===== config.mk =====
export PLATFORM = sky130hd
export DESIGN_NAME = ctd_control
export DESIGN_NICKNAME = d
export VERILOG_FILES = /design/src/design/ctd_control.v /design/src/design/ctd_guard.v /design/src/design/ctd_period_gen.v
export VERILOG_INCLUDE_DIRS = /design/src /design/src/design
export SDC_FILE = /design/constraint.sdc
export NUM_CORES = 1
export LEC_CHECK = 0
export BUFFER_PORTS_ARGS = -buffer_cell sky130_fd_sc_hd__buf_2
export CAP_MARGIN = 10
export CORE_ASPECT_RATIO = 1.75
export CORE_MARGIN = 5
export CORE_UTILIZATION = 45
export CTS_CLUSTER_DIAMETER = 50
export DETAILED_ROUTE_END_ITERATION = 16
export GPL_ROUTABILITY_DRIVEN = 0
export PLACE_DENSITY_LB_ADDON = 0.15
export SYNTH_ARGS = -nofsm -noshare
export SYNTH_HDL_FRONTEND = slang
export SYNTH_SLANG_ARGS = --single-unit

===== constraint.sdc =====
create_clock -name clock -period 12.4 [get_ports clock]
set_input_delay 0 -clock clock [delete_from_list [all_inputs] [get_ports clock]]
set_output_delay 0 -clock clock [all_outputs]
set_load 0.005 [all_outputs]

===== src/design/ctd_map.vh =====
`ifndef CTD_MAP_VH
`define CTD_MAP_VH

// Low two bits of a word select its meaning
`define CTD_SEL_LSB        1
`define CTD_SEL_DIV_A      2'h0
`define CTD_SEL_TRIM       2'h1
`define CTD_SEL_DIV_B      2'h2
`define CTD_SEL_CONFIG     2'h3

// Primary word commands
`define CTD_PRI_PLAIN      2'h0
`define CTD_PRI_ADD        2'h1
`define CTD_PRI_SUB        2'h2
`define CTD_PRI_SECONDARY  2'h3

// Primary sample field
`define CTD_DAC_MSB        15
`define CTD_DAC_LSB        2

// Secondary field positions
`define CTD_TXA_MSB        13
`define CTD_TXA_LSB        9
`define CTD_RXA_MSB        6
`define CTD_RXA_LSB        2
`define CTD_TX6_MSB        14
`define CTD_TX6_LSB        9
`define CTD_RX6_MSB        7
`define CTD_RX6_LSB        2

// Configuration bit positions
`define CTD_CFG_HPF        2
`define CTD_CFG_LOOP       3
`define CTD_CFG_AUX        4
`define CTD_CFG_SYNC       5
`define CTD_CFG_GAIN_LSB   6
`define CTD_CFG_GAIN_MSB   7
`define CTD_CFG_DROOP      9
`define CTD_CFG_OUT10      10
`define CTD_CFG_OUT11      11
`define CTD_CFG_MASK       16'h0EFC

// Reset values
`define CTD_DIVA_RST       5'h12
`define CTD_DIVB_RST       6'h12
`define CTD_TRIM_RST       6'h01
`define CTD_CFG_RST        16'h02E4

// Limits and fixed responses
`define CTD_A_DEAD         5'h01
`define CTD_A_MIN_WORD     5'h04
`define CTD_A_MIN_BYTE     5'h05
`define CTD_B_MIN          6'h0F
`define CTD_B_FIX          6'h12
`define CTD_MOD64          7'h40

`endif


===== src/design/ctd_control.v =====
`include "ctd_map.vh"
`default_nettype none

module ctd_control (
   input  wire        clock,
   input  wire        rst,
   input  wire        word_strobe,
   input  wire [15:0] word_data,
   input  wire        word_mode,
   output reg         secondary_expected,
   output reg  [13:0] dac_data,
   output wire        hp_filter_in,
   output wire        loopback,
   output wire        aux_enable,
   output wire        sync_mode,
   output wire [1:0]  gain,
   output wire        droop_filter_in,
   output wire        user_out_bit_ten,
   output wire        user_out_bit_eleven,
   output wire        tx_conv,
   output wire        rx_conv,
   output wire        shutdown,
   output wire        port_halted
);
   reg  [4:0]  tx_divider_a;
   reg  [5:0]  tx_period_trim;
   reg  [5:0]  tx_divider_b;
   reg  [4:0]  rx_divider_a;
   reg  [5:0]  rx_period_trim;
   reg  [5:0]  rx_divider_b;
   reg  [15:0] configuration_word;
   reg         tx_adj_pend;
   reg         tx_adj_sub;
   reg         rx_adj_pend;
   reg         rx_adj_sub;
   reg         rx_locked;

   wire        accept   = word_strobe & ~port_halted & ~shutdown;
   wire        take_sec = accept & secondary_expected;
   wire        take_pri = accept & ~secondary_expected;
   wire [1:0]  sel      = word_data[`CTD_SEL_LSB:0];
   wire        adj_cmd  = take_pri & ((sel == `CTD_PRI_ADD) | (sel == `CTD_PRI_SUB));
   wire        cmd_sub  = (sel == `CTD_PRI_SUB);
   wire        rx_open  = sync_mode | ~rx_locked;
   wire        rx_write = take_sec & (sel != `CTD_SEL_CONFIG) & rx_open;
   wire        tx_taken;
   wire        rx_taken;

   wire [5:0]  new_tx_b = word_data[`CTD_TX6_MSB:`CTD_TX6_LSB];
   wire [5:0]  new_rx_b = word_data[`CTD_RX6_MSB:`CTD_RX6_LSB];

   // Receive timing follows the transmit set when synchronous
   wire [4:0]  rx_a_use    = sync_mode ? tx_divider_a   : rx_divider_a;
   wire [5:0]  rx_trim_use = sync_mode ? tx_period_trim : rx_period_trim;
   wire [5:0]  rx_b_use    = sync_mode ? tx_divider_b   : rx_divider_b;
   wire        rx_adj_use  = sync_mode ? tx_adj_pend    : rx_adj_pend;
   wire        rx_sub_use  = sync_mode ? tx_adj_sub     : rx_adj_sub;

   assign hp_filter_in        = configuration_word[`CTD_CFG_HPF];
   assign loopback            = configuration_word[`CTD_CFG_LOOP];
   assign aux_enable          = configuration_word[`CTD_CFG_AUX];
   assign sync_mode           = configuration_word[`CTD_CFG_SYNC];
   assign gain                = configuration_word[`CTD_CFG_GAIN_MSB:`CTD_CFG_GAIN_LSB];
   assign droop_filter_in     = configuration_word[`CTD_CFG_DROOP];
   assign user_out_bit_ten    = configuration_word[`CTD_CFG_OUT10];
   assign user_out_bit_eleven = configuration_word[`CTD_CFG_OUT11];

   // Frame sequencing: a primary ending in 11 reserves the next word
   always @(posedge clock or posedge rst) begin
      if (rst) begin
         secondary_expected <= 1'h0;
      end else if (take_pri & (sel == `CTD_PRI_SECONDARY)) begin
         secondary_expected <= 1'h1;
      end else if (take_sec) begin
         secondary_expected <= 1'h0;
      end
   end

   // Sample register only moves on an accepted primary word, so a stalled
   // link leaves the converter at its last code.
   always @(posedge clock or posedge rst) begin
      if (rst) begin
         dac_data <= 14'h0000;
      end else if (take_pri) begin
         dac_data <= word_data[`CTD_DAC_MSB:`CTD_DAC_LSB];
      end
   end

   // Transmit side and configuration are written straight into the live
   // registers, so all but divider B (loaded only at a period start) take effect in the period already running.
   always @(posedge clock or posedge rst) begin
      if (rst) begin
         tx_divider_a       <= `CTD_DIVA_RST;
         tx_period_trim     <= `CTD_TRIM_RST;
         tx_divider_b       <= `CTD_DIVB_RST;
         configuration_word <= `CTD_CFG_RST;
      end else if (take_sec) begin
         case (sel)
            `CTD_SEL_DIV_A: begin
               tx_divider_a <= word_data[`CTD_TXA_MSB:`CTD_TXA_LSB];
            end
            `CTD_SEL_TRIM: begin
               tx_period_trim <= word_data[`CTD_TX6_MSB:`CTD_TX6_LSB];
            end
            `CTD_SEL_DIV_B: begin
               tx_divider_b <= (new_tx_b < `CTD_B_MIN) ? `CTD_B_FIX : new_tx_b;
            end
            `CTD_SEL_CONFIG: begin
               configuration_word <= word_data & `CTD_CFG_MASK;
            end
            default: begin
               configuration_word <= configuration_word;
            end
         endcase
      end
   end

   // Receive registers; in asynchronous mode only one set per receive period
   always @(posedge clock or posedge rst) begin
      if (rst) begin
         rx_divider_a   <= `CTD_DIVA_RST;
         rx_period_trim <= `CTD_TRIM_RST;
         rx_divider_b   <= `CTD_DIVB_RST;
      end else if (rx_write) begin
         case (sel)
            `CTD_SEL_DIV_A: begin
               rx_divider_a <= word_data[`CTD_RXA_MSB:`CTD_RXA_LSB];
            end
            `CTD_SEL_TRIM: begin
               rx_period_trim <= word_data[`CTD_RX6_MSB:`CTD_RX6_LSB];
            end
            `CTD_SEL_DIV_B: begin
               rx_divider_b <= (new_rx_b < `CTD_B_MIN) ? `CTD_B_FIX : new_rx_b;
            end
            default: begin
               rx_divider_b <= rx_divider_b;
            end
         endcase
      end
   end

   // A write at the period boundary belongs to the new period: set wins
   always @(posedge clock or posedge rst) begin
      if (rst) begin
         rx_locked <= 1'h0;
      end else if (rx_write & ~sync_mode) begin
         rx_locked <= 1'h1;
      end else if (rx_conv | sync_mode) begin
         rx_locked <= 1'h0;
      end
   end

   // Transmit adjustment waits for the end of the ongoing period, once
   always @(posedge clock or posedge rst) begin
      if (rst) begin
         tx_adj_pend <= 1'h0;
         tx_adj_sub  <= 1'h0;
      end else if (adj_cmd) begin
         tx_adj_pend <= 1'h1;
         tx_adj_sub  <= cmd_sub;
      end else if (tx_taken) begin
         tx_adj_pend <= 1'h0;
      end
   end

   // A receive adjustment that is still waiting already owns the next
   // period that time allows, so a second command is dropped.
   always @(posedge clock or posedge rst) begin
      if (rst) begin
         rx_adj_pend <= 1'h0;
         rx_adj_sub  <= 1'h0;
      end else if (adj_cmd & ~sync_mode & (~rx_adj_pend | rx_taken)) begin
         rx_adj_pend <= 1'h1;
         rx_adj_sub  <= cmd_sub;
      end else if (rx_taken | sync_mode) begin
         rx_adj_pend <= 1'h0;
      end
   end

   ctd_period_gen u_tx_gen (
      .clock     (clock),
      .rst       (rst),
      .run       (~shutdown),
      .div_a     (tx_divider_a),
      .trim      (tx_period_trim),
      .div_b     (tx_divider_b),
      .adj_valid (tx_adj_pend),
      .adj_sub   (tx_adj_sub),
      .adj_taken (tx_taken),
      .conv      (tx_conv)
   );

   ctd_period_gen u_rx_gen (
      .clock     (clock),
      .rst       (rst),
      .run       (~shutdown),
      .div_a     (rx_a_use),
      .trim      (rx_trim_use),
      .div_b     (rx_b_use),
      .adj_valid (rx_adj_use),
      .adj_sub   (rx_sub_use),
      .adj_taken (rx_taken),
      .conv      (rx_conv)
   );

   ctd_guard u_guard (
      .clock       (clock),
      .rst         (rst),
      .word_mode   (word_mode),
      .tx_a        (tx_divider_a),
      .rx_a        (rx_a_use),
      .shutdown    (shutdown),
      .port_halted (port_halted)
   );
endmodule // ctd_control

`default_nettype wire


===== src/design/ctd_guard.v =====
`include "ctd_map.vh"
`default_nettype none

// Sticky fault latches; only a reset clears them, as no word is accepted
// afterwards that could reprogram the dividers.
module ctd_guard (
   input  wire       clock,
   input  wire       rst,
   input  wire       word_mode,
   input  wire [4:0] tx_a,
   input  wire [4:0] rx_a,
   output reg        shutdown,
   output reg        port_halted
);
   wire [4:0] a_min = word_mode ? `CTD_A_MIN_WORD : `CTD_A_MIN_BYTE;
   wire       dead  = (tx_a <= `CTD_A_DEAD) | (rx_a <= `CTD_A_DEAD);
   wire       slow  = (tx_a < a_min) | (rx_a < a_min);

   always @(posedge clock or posedge rst) begin
      if (rst) begin
         shutdown    <= 1'h0;
         port_halted <= 1'h0;
      end else begin
         if (dead) begin
            shutdown <= 1'h1;
         end
         if (slow) begin
            port_halted <= 1'h1;
         end
      end
   end
endmodule // ctd_guard

`default_nettype wire


===== src/design/ctd_period_gen.v =====
`include "ctd_map.vh"
`default_nettype none

// One conversion period is div_b segments of div_a master clocks each.
// A pending adjustment changes only the final segment of the period.
module ctd_period_gen (
   input  wire       clock,
   input  wire       rst,
   input  wire       run,
   input  wire [4:0] div_a,
   input  wire [5:0] trim,
   input  wire [5:0] div_b,
   input  wire       adj_valid,
   input  wire       adj_sub,
   output wire       adj_taken,
   output reg        conv
);
   reg  [5:0] a_cnt;
   reg  [5:0] b_cnt;
   reg  [5:0] next_a_load;
   reg  [6:0] wrapped;
   wire [6:0] a_ext   = {2'h0, div_a};
   wire [6:0] t_ext   = {trim[5], trim};
   wire [6:0] sum     = adj_sub ? (a_ext - t_ext) : (a_ext + t_ext);
   wire       seg_end = (a_cnt <= 6'h01);
   wire       per_end = run & seg_end & (b_cnt <= 6'h01);

   assign adj_taken = run & seg_end & (b_cnt == 6'h02) & adj_valid;

   always @* begin
      wrapped     = sum + `CTD_MOD64;
      next_a_load = {1'h0, div_a};
      if (adj_valid) begin
         if (sum[6]) begin
            next_a_load = wrapped[5:0];
         end else if (sum <= 7'h01) begin
            next_a_load = {1'h0, div_a};
         end else begin
            next_a_load = sum[5:0];
         end
      end
   end

   always @(posedge clock or posedge rst) begin
      if (rst) begin
         a_cnt <= 6'h00;
         b_cnt <= 6'h00;
         conv  <= 1'h0;
      end else begin
         conv <= per_end;
         if (!run) begin
            a_cnt <= 6'h00;
            b_cnt <= 6'h00;
         end else if (seg_end) begin
            if (b_cnt <= 6'h01) begin
               b_cnt <= div_b;
               a_cnt <= {1'h0, div_a};
            end else begin
               b_cnt <= b_cnt - 6'h01;
               a_cnt <= (b_cnt == 6'h02) ? next_a_load : {1'h0, div_a};
            end
         end else begin
            a_cnt <= a_cnt - 6'h01;
         end
      end
   end
endmodule // ctd_period_gen

`default_nettype wire


* After elaboration in Yosys (flattened, before gate mapping)
Index checks and enable logic that the tools add are counted.
** Storage, ports and cells
- Output and inout bits :: 28
- Bits in registers :: 91
- Logic and storage cells :: 134
- Bits of input ports :: 20
** Operators by class
- $lt $le $gt $ge :: 12
- Eq/ne operators :: 6
- Muxes and demuxes :: 38
- Bitwise operators :: 32
- Reduce and logical (&&, ||, !) cells :: 14
- $add $sub $neg :: 10
** Operators with widths (count)
- 2-to-1 mux 6 bit :: 24
- <= comparator 6 x 1 -> 1 bit, second input constant :: 4
- subtractor 6 x 1 -> 6 bit, second input constant :: 4
- AND 1 bit :: 19
- adder 6 x 6 -> 7 bit :: 2
- <= comparator 7 x 1 -> 1 bit, second input constant :: 2
- 2-to-1 mux 7 bit :: 2
- AND reduction 2 bit :: 7
- subtractor 6 x 6 -> 7 bit :: 2
- adder 6 x 1 -> 6 bit, second input constant :: 2
- == test 6 x 2 -> 1 bit, second input constant :: 2
- < comparator 6 x 4 -> 1 bit, second input constant :: 2
- nonzero test 2 bit :: 6
- 2-to-1 mux 1 bit :: 11
- <= comparator 5 x 1 -> 1 bit, second input constant :: 2
- < comparator 5 bit :: 2
- OR 1 bit :: 7
- inverter 1 bit :: 6
- 2-to-1 mux 5 bit :: 1
- == test 2 bit, second input constant :: 2
- == test 2 x 1 -> 1 bit, second input constant :: 1
- logical NOT 2 bit :: 1
- != test 2 bit, second input constant :: 1

* Longest topological paths before layout
Gate-level depths: netlist of the first run.
- Depth in word-level cells :: 11
- Mapped depth :: 15
- Mapped depth without buffers :: 13

* Cells and area by module
A second synthesis of the first run with hierarchy kept.
** Second synthesis, totals
- Cells, all modules :: 547
- Area, all modules :: 5708.0 um^2
** By module, submodules not included
- ctd_control :: area each 2836.5 um^2, times used 1, cells an instance 191
- ctd_period_gen :: area each 1382.6 um^2, times used 2, cells an instance 172
- ctd_guard :: area each 106.4 um^2, times used 1, cells an instance 12

* Worst setup path after synthesis of the first run
Ideal clock, no wire load.
- Path type :: register to register
- Start :: reg configuration_word[5]
- End :: reg u_rx_gen.a_cnt[1]
- Library setup time :: 0.094 ns
- Period minus slack after synthesis :: 4.155 ns
- Arrival :: 4.061 ns
- Setup slack :: 8.245 ns
- Cell stages (with the launch flop) :: 15
- Cells stage by stage :: dfstp_2 > buf_2 > buf_2 > buf_1 > mux2i_1 > ha_1 > o21ai_0 > ha_1 > and3b_1 > or3_4 > a211oi_2 > nand2_2 > o311ai_4 > a221oi_1 > a211oi_1
** Between the ends
- Word-level cells in the longest chain between the ends :: 11
- Elaborated cells between the ends (all ways) :: 16
- Those cells by class :: add/sub: 3; order compare: 1; mux: 12
** RTL lines
- start, declared :: RTL line ctd_control.v:31 : reg [15:0] configuration_word;
- start signal, assigned :: RTL line ctd_control.v:96 : configuration_word <= `CTD_CFG_RST;
- start signal, assigned :: RTL line ctd_control.v:109 : configuration_word <= word_data & `CTD_CFG_MASK;
- start signal, assigned :: RTL line ctd_control.v:112 : configuration_word <= configuration_word;
- 2-to-1 mux 5 bit / 2-to-1 mux 6 bit (equally long branches) :: RTL line ctd_control.v:53, ctd_control.v:54
- adder 6 x 6 -> 7 bit / subtractor 6 x 6 -> 7 bit (equally long branches) :: RTL line ctd_period_gen.v:24 : wire [6:0] sum = adj_sub ? (a_ext - t_ext) : (a_ext + t_ext);
- 2-to-1 mux 7 bit :: RTL line ctd_period_gen.v:24
- <= comparator 7 x 1 -> 1 bit :: RTL line ctd_period_gen.v:36 : end else if (sum <= 7'h01) begin
- 2-to-1 mux 6 bit :: RTL line ctd_period_gen.v:36
- 2-to-1 mux 6 bit :: RTL line ctd_period_gen.v:34 : if (sum[6]) begin
- 2-to-1 mux 6 bit :: RTL line ctd_period_gen.v:33 : if (adj_valid) begin
- 2-to-1 mux 6 bit :: RTL line ctd_period_gen.v:60 : a_cnt <= (b_cnt == 6'h02) ? next_a_load : {1'h0, div_a};
- 2-to-1 mux 6 bit (*) :: RTL line ctd_period_gen.v:55 : if (b_cnt <= 6'h01) begin
- 2-to-1 mux 6 bit (*) :: RTL line ctd_period_gen.v:54 : end else if (seg_end) begin
- 2-to-1 mux 6 bit (*) :: RTL line ctd_period_gen.v:51 : if (!run) begin
- end signal, assigned :: RTL line ctd_period_gen.v:57 : a_cnt <= {1'h0, div_a};
- end signal, assigned :: RTL line ctd_period_gen.v:60
- end signal, assigned :: RTL line ctd_period_gen.v:63 : a_cnt <= a_cnt - 6'h01;
- end, declared :: RTL line ctd_period_gen.v:18 : reg [5:0] a_cnt;
Mark *: on every way between the ends. The rest lies on a longest branch, timed or not.
A chain may end at the register's enable or synchronous reset.

* Final worst setup path of the first run
- Start :: reg configuration_word[5]
- End :: reg u_rx_gen.a_cnt[3]
The elaborated chain is that of the path after synthesis.

==> run metrics, run 1 <==
run status finished clean; wire length reported by the detailed router 13400 um; slowest stage cell, crit path sky130_fd_sc_hd__dfstp_2; Root Buffer sky130_fd_sc_hd__clkbuf_16; final setup skew 0.00820 ns; flop and latch count out of synthesis 91; most frequent cell on the critical path sky130_fd_sc_hd__ha_1; number of antenna violations at the first check in global routing 0; count of standard-cell rows 52; number of global-route vias before repair 4511; post-layout minimum cycle time 4.18 ns; Inserted Diodes 0; top cell type by total area after synthesis sky130_fd_sc_hd__dfrtp_1; Max VDD drop 0.0865 mV; normalized max-slew margin 0.317; total iterations of the first detailed-routing run 4; Sum Neg Setup Slack 0 ns; top cell type's share of synthesized area 0.356; Post-Synthesis Mean Instance Area 10.1 sq um; number of clock sinks 91; setup ws final 8.22 ns; unrepaired setup endpoints after global routing false; Unique masters post-synth 62; Post-Synthesis Cell Area 5340 sq um; Die W 92.4 um; post-cts resize count 0; net count after synthesis 576; Worst Path Class, Setup register to register; max-cap violations 0; type of element capturing the critical path register; Clk pin slew, worst setup/hold paths 0.06 ns; warning count from the yosys run 0; startpoint type of the worst setup path register; total power divided by cell area 108 nW/um^2; all-layer global routing usage 0.202; clock tree from TritonCTS built; total via count after detailed routing 4204; wire length per cell 18.5 um; placed cell count 694; pin count of the biggest net entering global routing 68; Least-Margin Pin Slew 1.02 ns; number of cells on the worst hold path 3; hpwl dp 10100 um; Reg2Reg Depth 11; hold slack 0.160 ns; Clock Latency Late Sink 0.35 ns; Buffers on Ports 47; design area 6160 sq um; cells traversed along the worst timing path mux2i_1, ha_1, o21ai_0, ha_1, and3b_1, or3_4, a211oi_2, nand2_2, o311ai_4, a221oi_1, a211oi_1; final-report max-slew violation count 0; count leader, synth sky130_fd_sc_hd__dfrtp_1; Hold Path Class input pin to register; part of the Yosys area used for sequential elements 0.430; effective utilization at floorplan 0.461; fraction of registers with async set/reset 1.00; gr ovfl total 0; top-level I/O count 48; most used flip-flop cell after synthesis sky130_fd_sc_hd__dfrtp_1; biggest area contributors in the synthesized netlist sky130_fd_sc_hd__dfrtp_1 (36%), sky130_fd_sc_hd__mux2_2 (12%), sky130_fd_sc_hd__dfstp_2 (7.4%), sky130_fd_sc_hd__ha_1 (6.1%), sky130_fd_sc_hd__nor2_1 (3.3%); clock buffer count from CTS 9; remaining routing DRC violations 0; Post-Place Cell Area 5690 sq um; list of most frequent post-synthesis cells sky130_fd_sc_hd__dfrtp_1 (76), sky130_fd_sc_hd__mux2_2 (55), sky130_fd_sc_hd__nor2_1 (47); number of violations reported at the end of detailed-routing iteration 0 251; count of final hold-check violations 0; fin nets 633; hold buffer count at cts 15; post-route fraction of the period consumed by the critical path 0.337; total power 0.667 mW; vias per inst 5.80; placement-stage worst setup slack 8.25 ns; post-CTS setup buffer count 0; final core area utilization 0.532; final number of setup-violating endpoints 0; final non-filler cell total 725; share of cells above drive strength 1 0.241; final antenna-violating net count 0; core region area 11600 sq um; number of synthesized flops with an enable pin 0; y dimension of the die 154 um; worst-path fanout max 34; area of the die 14200 sq um; slowest cell delay on critical path 1.00 ns; Area Growth Syn to Fin 15.2%; leakage power figure 2.83 nW; CTS H-tree lvls 3; CP arrival 4.42 ns; highest attainable clock frequency 239 MHz; CP required 12.65 ns; global-route wire length before repair 22900 um; number of buffers on the longest clock path 2; Gate Count Post-Synth 528
## report_power, final
group	total [mW]	internal, mW	switching, mW
combinational	0.0648	0.0276	0.0372
sequential	0.308	0.302	0.00508
clock	0.295	0.178	0.116
total	0.667	0.508	0.159
## per-layer routing
metal  share of wire  vias to the layer above  global-route usage
met3           0.031                       37              0.0386
met2            0.53                       98               0.351
met4           0.043                        0              0.0943
met5               0                        -                   0
met1            0.40                     2037               0.236
li1                -                     2032                   -
## cells by family after synthesis
kind of cell             share of synthesized area
buffers and inverters                       0.0309
XOR/XNOR                                    0.0328
flip-flops                                   0.430
adder cells (fa/ha/maj)                     0.0684
multiplexers                                 0.144
AND/OR/NAND/NOR                              0.148
AO/OA/AOI/OAI                                0.147
## flip-flops by register name (all words and copies together) (netlist names), 6 cells and up
| signal | count |
|---|---|
| u_rx_gen.a_cnt | 6 |
| configuration_word | 9 |
| dac_data | 14 |
| u_tx_gen.b_cnt | 6 |
| rx_period_trim | 6 |
| u_tx_gen.a_cnt | 6 |
| tx_divider_b | 6 |
| tx_period_trim | 6 |
| rx_divider_b | 6 |
| u_rx_gen.b_cnt | 6 |
## placed cells by master, fill, tap and decap left out, types with 22 or more instances in the layout
cell type	synthesis	final
sky130_fd_sc_hd__a21oi_1	28	28
sky130_fd_sc_hd__inv_1	24	23
sky130_fd_sc_hd__nor3_1	22	22
sky130_fd_sc_hd__o21ai_0	25	25
sky130_fd_sc_hd__buf_2	4	47
sky130_fd_sc_hd__ha_1	26	26
sky130_fd_sc_hd__nand2_1	37	37
sky130_fd_sc_hd__nor2_1	47	47
sky130_fd_sc_hd__mux2_2	55	55
sky130_fd_sc_hd__dfrtp_1	76	76
## final cells by class
class / count / area (sq um)
clock buffers: 11 / 233
clock inverters: 5 / 86.3
fillers: 1041 / 5420
inverters: 24 / 91.3
multi-input cells: 395 / 2880
flip-flops and latches: 91 / 2300
well taps: 135 / 169
repair buffers: 64 / 400
## final timing paths
path | start | end | slack (ns)
max | configuration_word[5] | u_rx_gen.a_cnt[3] | 8.22
min | word_mode | u_guard.port_halted | 0.16
max in group asynchronous | rst | u_rx_gen.a_cnt[4] | 11.00
max reg2reg | configuration_word[5] | u_rx_gen.a_cnt[3] | 8.22
min reg2reg | rx_divider_b[3] | rx_divider_b[3] | 0.48
min in group asynchronous | rst | dac_data[9] | 0.19
## critical path: cells and delay by family (launching register included)
family                   cells  cell delay, ns
AND/OR/NAND/NOR              3            0.71
flip-flops                   1            1.00
adder cells (fa/ha/maj)      2            0.58
AO/OA/AOI/OAI                5            1.45
multiplexers                 1            0.33
Power figures use the tool's default switching activity.
==> run 2, diff against run 1 <==
==> constraint.sdc (replaced) <==
create_clock -name clock -period 3.55 [get_ports clock]
set_input_delay 0 -clock clock [delete_from_list [all_inputs] [get_ports clock]]
set_output_delay 0 -clock clock [all_outputs]
set_load 0.005 [all_outputs]
==> run 2 against run 1 <==
Net effect:
- flip-flop and latch count did not move
- die area unchanged
- critical path depth up 1
- utilization grew 1.4 points
- critical path type unchanged
==> run metrics, run 2 (synthesis results as in run 1) <==
global-route wire length before repair 23000 um; register bank with the most flops dac_data; effective utilization at floorplan 0.461; core region area 11600 sq um; post-route fraction of the period consumed by the critical path 0.999; Largest register FFs 14; Post-Place Cell Area 5780 sq um; final non-filler cell total 741; wire length per cell 18.8 um; final antenna-violating net count 0; setup ws final 0.00263 ns; Least-Margin Pin Slew 0.822 ns; Hold Path Class input pin to register; placement-stage worst setup slack 0.0352 ns; Worst Path Class, Setup register to register; number of violations reported at the end of detailed-routing iteration 0 186; CTS H-tree lvls 3; design area 6310 sq um; Fillers 1052; all-layer global routing usage 0.204; final setup skew 0.00865 ns; worst-path fanout max 7; Inserted Diodes 0; normalized max-slew margin 0.451; total power divided by cell area 356 nW/um^2; total power 2.25 mW; number of antenna violations at the first check in global routing 0; leakage power figure 2.92 nW; type of element capturing the critical path register; count of final hold-check violations 0; Root Buffer sky130_fd_sc_hd__clkbuf_16; post-layout minimum cycle time 3.55 ns; final core area utilization 0.545; Clk pin slew, worst setup/hold paths 0.07 ns; final number of setup-violating endpoints 0; total via count after detailed routing 4250; number of buffers on the longest clock path 2; Max VDD drop 0.294 mV; hpwl dp 10500 um; final-report max-slew violation count 0; y dimension of the die 154 um; clock buffer count from CTS 9; max-cap violations 0; placed cell count 704; CP required 3.79 ns; hold slack 0.00959 ns; gr ovfl total 0; Sum Neg Setup Slack 0 ns; number of clock sinks 91; most used cells in the layout excluding fill and tap cells sky130_fd_sc_hd__dfrtp_1 (76), sky130_fd_sc_hd__mux2_2 (55), sky130_fd_sc_hd__nor2_1 (47), sky130_fd_sc_hd__buf_2 (47), sky130_fd_sc_hd__nand2_1 (37); CP arrival 3.79 ns; total iterations of the first detailed-routing run 4; clock tree from TritonCTS built; Clock Latency Late Sink 0.34 ns; remaining routing DRC violations 0; unrepaired setup endpoints after global routing true; count of standard-cell rows 52; commonest non-fill, non-tap cell in the layout sky130_fd_sc_hd__dfrtp_1; startpoint type of the worst setup path register; number of global-route vias before repair 4508; share of cells above drive strength 1 0.279; run status finished clean; Die W 92.4 um; largest registers dac_data (14), configuration_word (9); Buffers on Ports 47; highest attainable clock frequency 282 MHz; Area Growth Syn to Fin 18.2%; area of the die 14200 sq um; wire length reported by the detailed router 14000 um; fin nets 649; top-level I/O count 48; vias per inst 5.74; pin count of the biggest net entering global routing 54
[run 2: changes by cell type in the layout (fill, tap and decap cells not counted), moves of 2 or more]
cell | previous run | this run
sky130_fd_sc_hd__dlygate4sd3_1 | 15 | 13
sky130_fd_sc_hd__mux2i_1 | 15 | 13
sky130_fd_sc_hd__a2111oi_1 | 0 | 2
sky130_fd_sc_hd__mux2i_4 | 0 | 2
sky130_fd_sc_hd__buf_4 | 2 | 20
sky130_fd_sc_hd__bufinv_16 | 2 | 0
sky130_fd_sc_hd__a2111oi_0 | 2 | 0
[run 2: worst paths after layout]
check                                        from                     end  slack [ns]  depth (start not counted)
max                         configuration_word[5]       u_rx_gen.a_cnt[3]       0.003                         12
max in group asynchronous                     rst       u_rx_gen.a_cnt[4]        2.44                          4
min                                  word_data[2]         rx_divider_b[0]        0.01                          3
min in group asynchronous                     rst         tx_divider_b[3]        0.15                          3
min reg2reg                configuration_word[10]  configuration_word[10]        0.49                          2
max reg2reg                 configuration_word[5]       u_rx_gen.a_cnt[3]       0.003                         12
[run 2: timing repair]
action | in CTS | in global routing
endpoints found under the setup margin | 0 | 6
hold buffers | 13 | 0
resized for setup | 0 | 11
setup buffers | 0 | 8
hold endpoints to repair | 67 | 0
[run 2: critical path, cell delays in order (launching register included)]
cell	delay [ns]
sky130_fd_sc_hd__dfstp_2	0.66
sky130_fd_sc_hd__mux2i_4	0.32
sky130_fd_sc_hd__ha_4	0.18
sky130_fd_sc_hd__nor2_1	0.05
sky130_fd_sc_hd__xor2_1	0.15
sky130_fd_sc_hd__ha_1	0.34
sky130_fd_sc_hd__and3b_2	0.23
sky130_fd_sc_hd__or3_4	0.39
sky130_fd_sc_hd__a211oi_4	0.30
sky130_fd_sc_hd__nand2_2	0.12
sky130_fd_sc_hd__o311ai_4	0.31
sky130_fd_sc_hd__a221oi_1	0.14
sky130_fd_sc_hd__a211oi_1	0.25
[run 2: layout make-up]
class	count	area [sq um]	area share
Multi-Input combinational cell	395	2950	0.468
Clock inverter	5	46.3	0.00733
Clock buffer	11	243	0.0384
Timing Repair Buffer	80	515	0.0816
Inverter	24	91.3	0.0145
Sequential cell	91	2300	0.364
Tap cell	135	169	0.0267
[run 2: layer usage]
layer	part of all wire	routed length (um)	vias to the layer above	GRT usage
met5	0	0	-	0
met4	0.027	378	0	0.0858
met3	0.036	505	30	0.0318
met2	0.55	7630	123	0.374
met1	0.39	5440	2036	0.232
li1	-	-	2061	-
[run 2: power by group]
part           leakage, nW  total (mW)  switching [mW]  internal [mW]
logic                 1.59       0.254           0.142          0.112
clock network        0.142       0.924           0.419          0.505
registers             1.19        1.07          0.0158           1.06
==> run 3, diff against run 2 <==
--- a/config.mk
+++ b/config.mk
@@ -10,7 +10,7 @@
 export CAP_MARGIN = 10
 export CORE_ASPECT_RATIO = 1.75
 export CORE_MARGIN = 5
-export CORE_UTILIZATION = 45
+export CORE_UTILIZATION = 40
 export CTS_CLUSTER_DIAMETER = 50
 export DETAILED_ROUTE_END_ITERATION = 16
 export GPL_ROUTABILITY_DRIVEN = 0
==> run 3 against run 2 <==
Net effect:
- sequential share of layout area shrank 0.41 points
- clock power grew 16%
- flip-flop and latch count is the same
- clock skew grew 0.0037 ns
- first-iteration DRC count grew 8.6%
- register-to-register slack gained 0.12 ns
- non-clock buffer count shrank 3
- largest power group unchanged
==> run metrics, run 3 (synthesis results as in run 1) <==
run status finished clean; normalized max-slew margin 0.300; total iterations of the first detailed-routing run 4; y dimension of the die 163 um; highest attainable clock frequency 292 MHz; largest registers dac_data (14), configuration_word (9); CP required 3.75 ns; Root Buffer sky130_fd_sc_hd__clkbuf_16; number of clock sinks 91; pin count of the biggest net entering global routing 62; core region area 13200 sq um; number of violations reported at the end of detailed-routing iteration 0 202; register bank with the most flops dac_data; max-cap violations 0; share of cells above drive strength 1 0.272; number of buffers on the longest clock path 2; Die W 97.4 um; clock buffer count from CTS 9; number of antenna violations at the first check in global routing 0; final non-filler cell total 777; leakage power figure 2.91 nW; Clk pin slew, worst setup/hold paths 0.07 ns; gr ovfl total 0; worst-path fanout max 6; final-report max-slew violation count 0; type of element capturing the critical path register; number of global-route vias before repair 4411; Buffers on Ports 47; global-route wire length before repair 22900 um; Max VDD drop 0.346 mV; Fillers 1242; hpwl dp 10600 um; combined area of the multi-input logic cells 2960 sq um; hold slack 0.141 ns; clock tree from TritonCTS built; top-level I/O count 48; post-layout minimum cycle time 3.42 ns; final setup skew 0.0123 ns; vias per inst 5.45; final antenna-violating net count 0; remaining routing DRC violations 0; Area Growth Syn to Fin 19.6%; count of standard-cell rows 56; count of final hold-check violations 0; fin nets 646; most used cells in the layout excluding fill and tap cells sky130_fd_sc_hd__dfrtp_1 (76), sky130_fd_sc_hd__mux2_2 (55), sky130_fd_sc_hd__nor2_1 (47), sky130_fd_sc_hd__buf_2 (47), sky130_fd_sc_hd__nand2_1 (37); area of the die 15900 sq um; all-layer global routing usage 0.182; final number of setup-violating endpoints 0; wire length reported by the detailed router 13800 um; startpoint type of the worst setup path register; total via count after detailed routing 4234; Clock Latency Late Sink 0.35 ns; placed cell count 742; CTS H-tree lvls 3; CP arrival 3.62 ns; Worst Path Class, Setup register to register; wire length per cell 17.8 um; commonest non-fill, non-tap cell in the layout sky130_fd_sc_hd__dfrtp_1; total power divided by cell area 374 nW/um^2; Hold Path Class input pin to register; unrepaired setup endpoints after global routing true; post-route fraction of the period consumed by the critical path 0.964; Largest register FFs 14; Register Area 2300 sq um; Inserted Diodes 0; effective utilization at floorplan 0.403; Least-Margin Pin Slew 1.05 ns
-- run 3: final cells by class --
| cell class | instances | area share |
|---|---|---|
| clock buffer | 10 | 0.0358 |
| timing repair buffer | 77 | 0.0780 |
| tap | 174 | 0.0341 |
| inverter | 24 | 0.0143 |
| clock inverter | 6 | 0.0151 |
| sequential | 91 | 0.359 |
| multi-input combinational | 395 | 0.463 |
-- run 3: metrics by stage --
step	utilization	setup TNS, ns	cell area [sq um]	total power, mW	setup slack [ns]
after CTS	0.476	0	6300	2.40	0.116
after global placement	0.440	0	5820	1.31	0.296
after floorplan	-	0	5380	1.24	0.000597
final	0.482	0	6390	2.39	0.127
after detailed placement	0.440	0	5820	1.32	0.138
after global routing	0.482	-0.0228	6390	2.49	-0.0204
-- run 3: layer usage --
metal	up-vias	wire (um)	track usage
met1	2059	5480	0.207
met4	0	644	0.108
met5	-	0	0
met3	26	350	0.0227
met2	95	7340	0.323
li1	2054	-	-
-- run 3: path summary, 6_finish.rpt --
path | start | endpoint | slack (ns) | depth (start not counted)
worst max-delay path | configuration_word[5] | u_rx_gen.a_cnt[2] | 0.13 | 12
worst min-delay path | word_strobe | secondary_expected | 0.14 | 3
worst max register to register | configuration_word[5] | u_rx_gen.a_cnt[2] | 0.13 | 12
worst min register to register | configuration_word[10] | configuration_word[10] | 0.49 | 2
max in group asynchronous | rst | tx_divider_b[4] | 2.15 | 4
min in group asynchronous | rst | dac_data[9] | 0.40 | 3
-- run 3: report_power, final --
part	leakage [nW]	switching [mW]	internal (mW)	total [mW]
sequential	1.19	0.0154	1.06	1.07
combinational	1.56	0.138	0.110	0.248
clock	0.155	0.440	0.627	1.07
-- run 3: worst max-delay path: stages, from the launching register on --
cell	delay [ns]
sky130_fd_sc_hd__dfstp_2	0.65
sky130_fd_sc_hd__mux2i_4	0.32
sky130_fd_sc_hd__ha_4	0.17
sky130_fd_sc_hd__nor2_1	0.04
sky130_fd_sc_hd__xor2_1	0.14
sky130_fd_sc_hd__ha_1	0.35
sky130_fd_sc_hd__and3b_1	0.21
sky130_fd_sc_hd__or3_4	0.39
sky130_fd_sc_hd__a211oi_4	0.31
sky130_fd_sc_hd__nand2_2	0.11
sky130_fd_sc_hd__o311ai_4	0.33
sky130_fd_sc_hd__nor2b_1	0.17
sky130_fd_sc_hd__o32ai_1	0.08
-- run 3: timing repair --
item | in CTS | in global routing
gates resized for setup | 0 | 10
hold buffers | 15 | 0
buffers inserted | 0 | 4
setup endpoints to repair | 0 | 3
endpoints found under the hold margin | 94 | 0
